**config.mk**
```make
export PLATFORM = sky130hd
export DESIGN_NAME = thc_sequencer
export DESIGN_NICKNAME = d
export VERILOG_FILES = /design/src/thc_pkg.sv /design/src/thc_param_bank.sv /design/src/thc_sequencer.sv
export SDC_FILE = /design/constraint.sdc
export NUM_CORES = 2
export LEC_CHECK = 0
export ABC_AREA = 1
export BUFFER_PORTS_ARGS = -buffer_cell sky130_fd_sc_hd__buf_4
export CORE_UTILIZATION = 63
export CTS_CLUSTER_DIAMETER = 60
export DETAILED_ROUTE_END_ITERATION = 6
export GPL_TIMING_DRIVEN = 0
export PLACE_DENSITY = 0.79
export SYNTH_ARGS = -nofsm -noshare
export SYNTH_HDL_FRONTEND = slang
export SYNTH_SLANG_ARGS = --single-unit
```
**constraint.sdc**
```tcl
create_clock -name ref_clk -period 11.4 [get_ports ref_clk]
set_input_delay 1.14 -clock ref_clk [delete_from_list [all_inputs] [get_ports ref_clk]]
set_output_delay 1.14 -clock ref_clk [all_outputs]
set_load 0.01 [all_outputs]
```
**src/thc_pkg.sv**
```systemverilog
package thc_pkg;
    // ---------------------------------------------------------------
    // parameter indices in the setup menu
    // ---------------------------------------------------------------
    localparam int NPAR = 12;
    localparam logic [3:0] P_SETV = 4'h0;
    localparam logic [3:0] P_PIERCE_H = 4'h1;
    localparam logic [3:0] P_PIERCE_T = 4'h2;
    localparam logic [3:0] P_CUT_H = 4'h3;
    localparam logic [3:0] P_LOOP_DLY = 4'h4;
    localparam logic [3:0] P_GAIN = 4'h5;
    localparam logic [3:0] P_LOCK = 4'h6;
    localparam logic [3:0] P_RETRACT = 4'h7;
    localparam logic [3:0] P_XFER = 4'h8;
    localparam logic [3:0] P_MARK = 4'h9;
    localparam logic [3:0] P_MARK_T = 4'ha;
    localparam logic [3:0] P_HOME = 4'hb;
    // ---------------------------------------------------------------
    // units: volts x2, mm x10, seconds x10, gain x10, percent
    // ---------------------------------------------------------------
    localparam logic [15:0] SETV_MIN = 16'h0032; // 25 V
    localparam logic [15:0] SETV_MAX = 16'h01f4; // 250 V
    localparam logic [15:0] SETV_RST = 16'h00f0; // 120 V
    localparam logic [15:0] PH_MIN = 16'h0014;   // 2 mm
    localparam logic [15:0] PH_MAX = 16'h00c8;   // 20 mm
    localparam logic [15:0] PH_RST = 16'h0028;
    localparam logic [15:0] T_MAX = 16'h0064;    // 10 s
    localparam logic [15:0] T_RST = 16'h0005;
    localparam logic [15:0] CH_MIN = 16'h0005;   // 0.5 mm
    localparam logic [15:0] CH_MAX = 16'h00fa;   // 25 mm
    localparam logic [15:0] CH_RST = 16'h0015;
    localparam logic [15:0] GAIN_MIN = 16'h000a;
    localparam logic [15:0] GAIN_MAX = 16'h012c;
    localparam logic [15:0] GAIN_RST = 16'h0046; // 7.0
    localparam logic [15:0] LOCK_MAX = 16'h0014;
    localparam logic [15:0] LOCK_ON_MIN = 16'h0004;
    localparam logic [15:0] LOCK_RST = 16'h000a;
    localparam logic [15:0] RET_MIN = 16'h0064;  // 10 mm
    localparam logic [15:0] RET_FULL = 16'h0258; // 60 mm
    localparam logic [15:0] RET_MAX = 16'h0262;  // one step past: full
    localparam logic [15:0] RET_RST = 16'h00c8;
    localparam logic [15:0] RET_STEP = 16'h000a; // 1 mm
    localparam logic [15:0] XF_MIN = 16'h0032;
    localparam logic [15:0] XF_MAX = 16'h01c2;
    localparam logic [15:0] XF_RST = 16'h0096;
    // ---------------------------------------------------------------
    // timing
    // ---------------------------------------------------------------
    localparam int CLK_HZ = 50_000_000;
    localparam int TICK_MS = 100;             // 0.1 s time unit
    localparam int TICK_CYC = CLK_HZ / 1000 * TICK_MS;
    localparam int HOLD_MS = 1000;            // long press
    localparam int HOLD_CYC = CLK_HZ / 1000 * HOLD_MS;
    localparam int BLINK_CYC = CLK_HZ / 4;

    typedef enum logic [1:0] {THC_MENU_OFF, THC_MENU_NAV, THC_MENU_EDIT}
        thc_menu_e;
    typedef enum logic [2:0] {THC_IDLE, THC_FIRE, THC_PIERCE, THC_DELAY,
        THC_LOOP, THC_MARK, THC_RETRACT} thc_cut_e;
endpackage : thc_pkg

```
**src/thc_param_bank.sv**
```systemverilog
`timescale 1ns/1ps
module thc_param_bank
    import thc_pkg::*;
(
    // clock and reset
    input wire logic ref_clk,
    input wire logic resetn,
    // access
    input wire logic imperial,
    input wire logic [3:0] sel,
    input wire logic inc,
    input wire logic dec,
    input wire logic [3:0] sel2,
    input wire logic inc2,
    input wire logic dec2,
    // full view of the active set
    output logic [16*NPAR-1:0] vals
);
    // ---------------------------------------------------------------
    // limits and steps
    // ---------------------------------------------------------------
    function automatic logic [15:0] pmin(input logic [3:0] i);
        unique case (i)
            P_SETV: pmin = SETV_MIN;
            P_PIERCE_H: pmin = PH_MIN;
            P_CUT_H: pmin = CH_MIN;
            P_GAIN: pmin = GAIN_MIN;
            P_RETRACT: pmin = RET_MIN;
            P_XFER: pmin = XF_MIN;
            default: pmin = 16'h0000;
        endcase
    endfunction : pmin

    function automatic logic [15:0] pmax(input logic [3:0] i);
        unique case (i)
            P_SETV: pmax = SETV_MAX;
            P_PIERCE_H: pmax = PH_MAX;
            P_PIERCE_T, P_LOOP_DLY, P_MARK_T: pmax = T_MAX;
            P_CUT_H: pmax = CH_MAX;
            P_GAIN: pmax = GAIN_MAX;
            P_LOCK: pmax = LOCK_MAX;
            P_RETRACT: pmax = RET_MAX;
            P_XFER: pmax = XF_MAX;
            P_MARK, P_HOME: pmax = 16'h0001;
            default: pmax = 16'h0000;
        endcase
    endfunction : pmax

    function automatic logic [15:0] pstep(input logic [3:0] i);
        pstep = (i == P_RETRACT) ? RET_STEP : 16'h0001;
    endfunction : pstep

    function automatic logic [15:0] prst(input logic [3:0] i);
        unique case (i)
            P_SETV: prst = SETV_RST;
            P_PIERCE_H: prst = PH_RST;
            P_PIERCE_T, P_LOOP_DLY, P_MARK_T: prst = T_RST;
            P_CUT_H: prst = CH_RST;
            P_GAIN: prst = GAIN_RST;
            P_LOCK: prst = LOCK_RST;
            P_RETRACT: prst = RET_RST;
            P_XFER: prst = XF_RST;
            default: prst = 16'h0000;
        endcase
    endfunction : prst

    // two independent sets, metric in slot 0
    logic [15:0] mem_q [2][NPAR];
    logic u;
    assign u = imperial;

    // ---------------------------------------------------------------
    // update
    // ---------------------------------------------------------------
    always_ff @(posedge ref_clk) begin
        for (int s = 0; s < 2; s++) begin
            for (int i = 0; i < NPAR; i++) begin
                logic [3:0] k;
                logic [16:0] up;
                k = 4'(i);
                up = {1'b0, mem_q[s][i]} + {1'b0, pstep(k)};
                if (!resetn) begin
                    mem_q[s][i] <= prst(k);
                end else if (u == s[0]
                        && ((inc && sel == k) || (inc2 && sel2 == k))) begin
                    if (up <= {1'b0, pmax(k)}) begin
                        mem_q[s][i] <= up[15:0];
                    end
                end else if (u == s[0]
                        && ((dec && sel == k) || (dec2 && sel2 == k))) begin
                    if (mem_q[s][i] >= pmin(k) + pstep(k)) begin
                        mem_q[s][i] <= mem_q[s][i] - pstep(k);
                    end
                end
            end
        end
    end

    always_comb begin
        for (int i = 0; i < NPAR; i++) begin
            vals[16*i +: 16] = mem_q[u][i];
        end
    end
endmodule : thc_param_bank

```
**src/thc_sequencer.sv**
```systemverilog
`timescale 1ns/1ps
module thc_sequencer
    import thc_pkg::*;
#(
    parameter int TICK = TICK_CYC,
    parameter int HOLD = HOLD_CYC,
    parameter int BLINK = BLINK_CYC
) (
    // clock and reset
    input wire logic ref_clk,
    input wire logic resetn,
    // operator panel
    input wire logic height_mode_button,
    input wire logic torch_up_button,
    input wire logic torch_down_button,
    input wire logic setpoint_plus_button,
    input wire logic setpoint_minus_button,
    input wire logic imperial_units,
    input wire logic sampled_mode,
    // machine and plasma
    input wire logic cycle_start,
    input wire logic arc_transfer_ok,
    input wire logic at_cut_height,
    input wire logic [15:0] arc_voltage,
    // panel outputs
    output logic menu_escape_lamp,
    output logic correction_enabled,
    output logic save_strobe,
    output logic homing_start,
    // machine and plasma outputs
    output logic torch_fire,
    output logic motion_enable,
    output logic [15:0] target_voltage,
    output logic loop_active,
    output logic torch_raise,
    output logic torch_lower,
    output logic retract_req,
    output logic full_retract
);
    import thc_pkg::*;

    // ---------------------------------------------------------------
    // button edges and long press
    // ---------------------------------------------------------------
    logic mode_q, up_q, dn_q, pl_q, mi_q, long_q;
    logic [31:0] hold_q;
    wire mode_rel = mode_q && !height_mode_button;
    wire long_hit = height_mode_button && hold_q == 32'(HOLD - 1);
    wire short_rel = mode_rel && !long_q;
    wire up_p = torch_up_button && !up_q;
    wire dn_p = torch_down_button && !dn_q;
    wire pl_p = setpoint_plus_button && !pl_q;
    wire mi_p = setpoint_minus_button && !mi_q;

    always_ff @(posedge ref_clk) begin
        if (!resetn) begin
            {mode_q, up_q, dn_q, pl_q, mi_q, long_q} <= 6'h00;
            hold_q <= 32'h0;
        end else begin
            mode_q <= height_mode_button;
            up_q <= torch_up_button;
            dn_q <= torch_down_button;
            pl_q <= setpoint_plus_button;
            mi_q <= setpoint_minus_button;
            hold_q <= height_mode_button && !long_hit ? hold_q + 32'h1
                : 32'h0;
            if (long_hit) long_q <= 1'b1;
            else if (!height_mode_button) long_q <= 1'b0;
        end
    end

    // ---------------------------------------------------------------
    // menu
    // ---------------------------------------------------------------
    thc_menu_e menu_q;
    thc_cut_e cut_q;
    logic [3:0] sel_q;
    logic esc_arm_q, corr_q, save_q, home_q;
    logic [31:0] blink_q;
    logic lamp_q;
    wire idle = cut_q == THC_IDLE;
    wire in_menu = menu_q != THC_MENU_OFF;
    wire edit = menu_q == THC_MENU_EDIT;
    wire [16*NPAR-1:0] vals;
    function automatic logic [15:0] pv(input logic [16*NPAR-1:0] v,
            input logic [3:0] i);
        pv = v[16*i +: 16];
    endfunction : pv
    wire [3:0] idle_sel = sampled_mode ? P_CUT_H : P_SETV;
    wire idle_adj = idle && !in_menu;

    thc_param_bank u_bank (
        .ref_clk(ref_clk),
        .resetn(resetn),
        .imperial(imperial_units),
        .sel(sel_q),
        .inc(edit && pl_p),
        .dec(edit && mi_p),
        .sel2(idle_sel),
        .inc2(idle_adj && pl_p),
        .dec2(idle_adj && mi_p),
        .vals(vals)
    );

    always_ff @(posedge ref_clk) begin
        if (!resetn) begin
            menu_q <= THC_MENU_OFF;
            sel_q <= 4'h0;
            esc_arm_q <= 1'b0;
            corr_q <= 1'b1;
            save_q <= 1'b0;
            home_q <= 1'b0;
            blink_q <= 32'h0;
            lamp_q <= 1'b0;
        end else begin
            save_q <= 1'b0;
            home_q <= 1'b0;
            blink_q <= blink_q == 32'(BLINK - 1) ? 32'h0 : blink_q + 32'h1;
            unique case (menu_q)
                THC_MENU_OFF: begin
                    if (long_hit && idle) begin
                        menu_q <= THC_MENU_NAV;
                        esc_arm_q <= 1'b0;
                    end else if (short_rel) begin
                        corr_q <= !corr_q;
                    end
                end
                THC_MENU_NAV: begin
                    if (mode_rel && long_q) begin
                        esc_arm_q <= 1'b1;
                    end else if (long_hit && esc_arm_q) begin
                        menu_q <= THC_MENU_OFF;
                        save_q <= 1'b1;
                        home_q <= pv(vals, P_HOME) != 16'h0;
                    end else if (short_rel) begin
                        menu_q <= THC_MENU_EDIT;
                    end else if (up_p) begin
                        sel_q <= sel_q == 4'(NPAR - 1) ? 4'h0 : sel_q + 4'h1;
                    end else if (dn_p) begin
                        sel_q <= sel_q == 4'h0 ? 4'(NPAR - 1) : sel_q - 4'h1;
                    end
                end
                THC_MENU_EDIT: begin
                    if (short_rel) menu_q <= THC_MENU_NAV;
                end
            endcase
            if (!in_menu || !esc_arm_q) lamp_q <= 1'b0;
            else if (blink_q == 32'h0) lamp_q <= !lamp_q;
        end
    end

    // ---------------------------------------------------------------
    // cutting sequence
    // ---------------------------------------------------------------
    logic [31:0] tick_q;
    logic [15:0] tenths_q, samp_q;
    logic fire_q, mot_q, loop_q, ret_q, raise_q, lower_q;
    wire tick = tick_q == 32'(TICK - 1);
    wire mark_on = pv(vals, P_MARK) != 16'h0;
    wire [15:0] target = sampled_mode ? samp_q : pv(vals, P_SETV);
    wire [31:0] lock_lim = 32'(target) * (32'd100 + 32'(pv(vals, P_LOCK)));
    wire locked = pv(vals, P_LOCK) >= LOCK_ON_MIN
        && 32'(arc_voltage) * 32'd100 > lock_lim;
    wire [15:0] err_hi = arc_voltage - target;
    wire [15:0] err_lo = target - arc_voltage;
    wire [31:0] gain_hi = 32'(err_hi) * 32'(pv(vals, P_GAIN));
    wire [31:0] gain_lo = 32'(err_lo) * 32'(pv(vals, P_GAIN));
    // gain sets how far off the error must be before a step is issued
    // long arc reads high: torch too far up, so step down, and vice versa
    wire go_up = arc_voltage < target && gain_lo >= 32'd100;
    wire go_dn = arc_voltage > target && gain_hi >= 32'd100;

    always_ff @(posedge ref_clk) begin
        if (!resetn) begin
            cut_q <= THC_IDLE;
            tick_q <= 32'h0;
            tenths_q <= 16'h0;
            samp_q <= 16'h0;
            {fire_q, mot_q, loop_q, ret_q, raise_q, lower_q} <= 6'h00;
        end else begin
            tick_q <= tick ? 32'h0 : tick_q + 32'h1;
            raise_q <= 1'b0;
            lower_q <= 1'b0;
            unique case (cut_q)
                THC_IDLE: begin
                    ret_q <= 1'b0;
                    tenths_q <= 16'h0;
                    if (cycle_start && !in_menu) begin
                        fire_q <= 1'b1;
                        cut_q <= mark_on ? THC_MARK : THC_FIRE;
                    end
                end
                THC_MARK: begin
                    if (arc_transfer_ok && tick) tenths_q <= tenths_q + 16'h1;
                    if (!cycle_start || (arc_transfer_ok
                            && tenths_q >= pv(vals, P_MARK_T))) begin
                        fire_q <= 1'b0;
                        cut_q <= THC_RETRACT;
                    end
                end
                THC_FIRE: begin
                    if (!cycle_start) cut_q <= THC_RETRACT;
                    else if (arc_transfer_ok) cut_q <= THC_PIERCE;
                end
                THC_PIERCE: begin
                    if (tick) tenths_q <= tenths_q + 16'h1;
                    if (!cycle_start) cut_q <= THC_RETRACT;
                    else if (tenths_q >= pv(vals, P_PIERCE_T)) begin
                        mot_q <= 1'b1;
                        tenths_q <= 16'h0;
                        cut_q <= THC_DELAY;
                    end
                end
                THC_DELAY: begin
                    if (tick && at_cut_height) tenths_q <= tenths_q + 16'h1;
                    if (!cycle_start) cut_q <= THC_RETRACT;
                    else if (at_cut_height
                            && tenths_q >= pv(vals, P_LOOP_DLY)) begin
                        samp_q <= arc_voltage;
                        loop_q <= 1'b1;
                        cut_q <= THC_LOOP;
                    end
                end
                THC_LOOP: begin
                    if (!cycle_start) begin
                        cut_q <= THC_RETRACT;
                    end else if (corr_q && !locked) begin
                        raise_q <= go_up;
                        lower_q <= go_dn;
                    end
                end
                THC_RETRACT: begin
                    {fire_q, mot_q, loop_q} <= 3'h0;
                    ret_q <= 1'b1;
                    cut_q <= THC_IDLE;
                end
                default: cut_q <= THC_IDLE;
            endcase
        end
    end

    // ---------------------------------------------------------------
    // registered outputs
    // ---------------------------------------------------------------
    always_ff @(posedge ref_clk) begin
        if (!resetn) begin
            target_voltage <= 16'h0;
            full_retract <= 1'b0;
        end else begin
            target_voltage <= target;
            full_retract <= pv(vals, P_RETRACT) > RET_FULL;
        end
    end
    assign menu_escape_lamp = lamp_q;
    assign correction_enabled = corr_q;
    assign save_strobe = save_q;
    assign homing_start = home_q;
    assign torch_fire = fire_q;
    assign motion_enable = mot_q;
    assign loop_active = loop_q;
    assign torch_raise = raise_q;
    assign torch_lower = lower_q;
    assign retract_req = ret_q;
endmodule : thc_sequencer

```
==> metrics.txt <==
fin crit share 95.6%; GRT overflow 0; Crit Path Category input pin to flip-flop; root buffer cell clkbuf_16; first-pass GRT wire length 297000 um; gr usage total 35.6%; largest net degree at the start of global routing 18; Post-synth EDFFs 286; unrepaired setup endpoints after global routing false; starting DRC count in detailed routing 5612; CP max stage delay 530 ps; fmax 0.0917 GHz; max-slew violation count 0; die height 323 um; Max Cap Violations 0; worst-margin pin slew 1480 ps; Max-slew headroom 1.23%; Mapped Area 64800 um2; # fillers 8836; placeable core area 102000 um2; initial antenna violation count 5; Worst Path Max Fanout 10; Mapped Cells 8918; CP most frequent cell inv_1; Detail Route Antenna Nets 0; Total Routed Length 184000 um; DR DRC count 0; Synth top cells by count nand2_1 (1789), inv_1 (1647), nor2_1 (1069), fa_1 (608), ha_1 (539); top cell type's share of synthesized area 18.8%; vias in the first global route 58.2k; Tightest Hold Check Type flip-flop to flip-flop; total CTS buffers 61; die area 104000 um2; WHS 441 ps; H-tree depth reported by CTS 2; DPL Wire Length 148000 um; syn_area_per_cell 7.26 um2; Setup violations, final 0; Port Buffer Count 54; post-synth top area cell fa_1; Yosys cell types 81; detail-routed net length per standard cell 17.6 um; clk slew on worst S/H paths 60 ps; TritonCTS clock tree yes; vias per std cell 5.76; endpoint class of the critical path flip-flop; WP data arrival 11420 ps; clk buf depth 3; io pins 55; Post-CTS Hold Fix Bufs 0; outcome completed; Syn-to-layout area delta 6.66%; most common cell in the netlist nand2_1; Net Count, Synth 10.1k; layout cells sized above 1 6.12%; #FFs+latches synth 457; Worst Setup Start Kind input pin; number of clock sinks 457; Die Span X 323 um; minimum clock period 10900 ps; Vias 60.3k; GP Congestion 1.00; # rows 117; Ys Warns 0; Final nets 10.2k; slowest cell on the critical path fa_1; Async SR Flop Fraction 0%; router iterations before antenna repair 6; top area cells in the synthesized netlist fa_1 (19%), edfxtp_1 (13%), ha_1 (10%); Worst Skew 53.4 ps; WP data required 11920 ps; Starting Density 63.6%; final hold vios 0; top_reg_cell synth edfxtp_1; Clock Latency Late Sink 690 ps; sequential fraction of the synthesis area 18.5%
## worst max-delay path: cells and delay by family
kind / cells / cell delay (ps)
adder cells (fa/ha/maj): 8 / 3680
buffers and inverters: 17 / 2730
AND/OR/NAND/NOR: 13 / 2510
AO/OA/AOI/OAI: 6 / 1290
## path summary, 6_finish.rpt
kind                              from           to  slack [ps]  cells past startpoint
setup / recovery        imperial_units  torch_lower         500                     44
hold / removal               tick_q[0]    tick_q[0]         440                      1
setup reg to reg  u_bank.mem_q[0][184]  torch_lower        1010                     39
hold reg to reg              tick_q[0]    tick_q[0]         440                      1
## cells in the final DEF (no fill, tap or decap), types with 45 or more instances in the layout
cell       instances
nor2_2            45
edfxtp_1         286
nand2_1         1789
nand3_1          400
clkbuf_1         107
nand4_1          172
nor2_1          1069
fa_1             608
a21oi_1          469
xnor2_1           62
inv_2             61
dfxtp_1          171
clkbuf_16         63
buf_4             69
ha_1             539
o21ai_0          343
xor2_1           298
buf_2             82
o21ai_1           82
nor3_1           188
nor4_1            58
inv_1           1647
## sequential cells by signal, summed over array words and instances, names as in the netlist, 2 cells and up
register        cells
menu_q              2
samp_q             16
hold_q             32
sel_q               4
tenths_q           16
target_voltage     16
blink_q            32
cut_q               3
tick_q             32
u_bank.mem_q      286
## through the flow
stage / worst slack (ps) / instance area [um2] / std cells / util, % / setup TNS [ps]
2_1_floorplan: 2600 / 64800 / 8918 / - / 0
3_3_place_gp: -259 / 66900 / 10300 / 65.7 / -259
3_5_place_dp: -326 / 67000 / 10300 / 65.7 / -326
4_1_cts: 336 / 69100 / 10500 / 67.8 / 0
5_1_grt: 19.2 / 69100 / 10500 / 67.8 / 0
6_report: 498 / 69100 / 10500 / 67.8 / 0
## logic make-up after synthesis
logic type | share of synthesized area [%]
compound gates | 9.08
flops | 18.5
simple gates | 26.6
fa+ha+maj | 29.2
mux | 0.127
xor+xnor | 4.91
buf+inv | 11.6
## layer usage
metal | wire (um) | vias to the layer above | track usage, %
met5 | 26 | - | 0
met4 | 8850 | 4 | 15.6
met3 | 16900 | 549 | 6.66
met2 | 83700 | 2665 | 57.5
met1 | 74900 | 28600 | 46.5
li1 | - | 28500 | -
## timing repair
action | CTS | global route
gates resized for setup | 0 | 3
setup endpoints to repair | 0 | 1
hold endpoints to repair | 0 | 0
setup buffers | 0 | 0
## area by class of cell
class	instances	area [um2]	share of cell area, %
Multi-Input combinational cell	6517	45300	65.5
Sequential cell	457	12000	17.4
Inverter	1729	6500	9.40
Tap cell	1368	1710	2.48
Clock buffer	79	1690	2.45
Buffer	214	1020	1.47
Timing Repair Buffer	59	462	0.668
Clock inverter	37	430	0.623
Antenna cell	2	5.00	0.00724
Power is left out: the tool's default activity adds up to more than one toggle a clock period on the data nets, which glitch-free logic cannot reach.
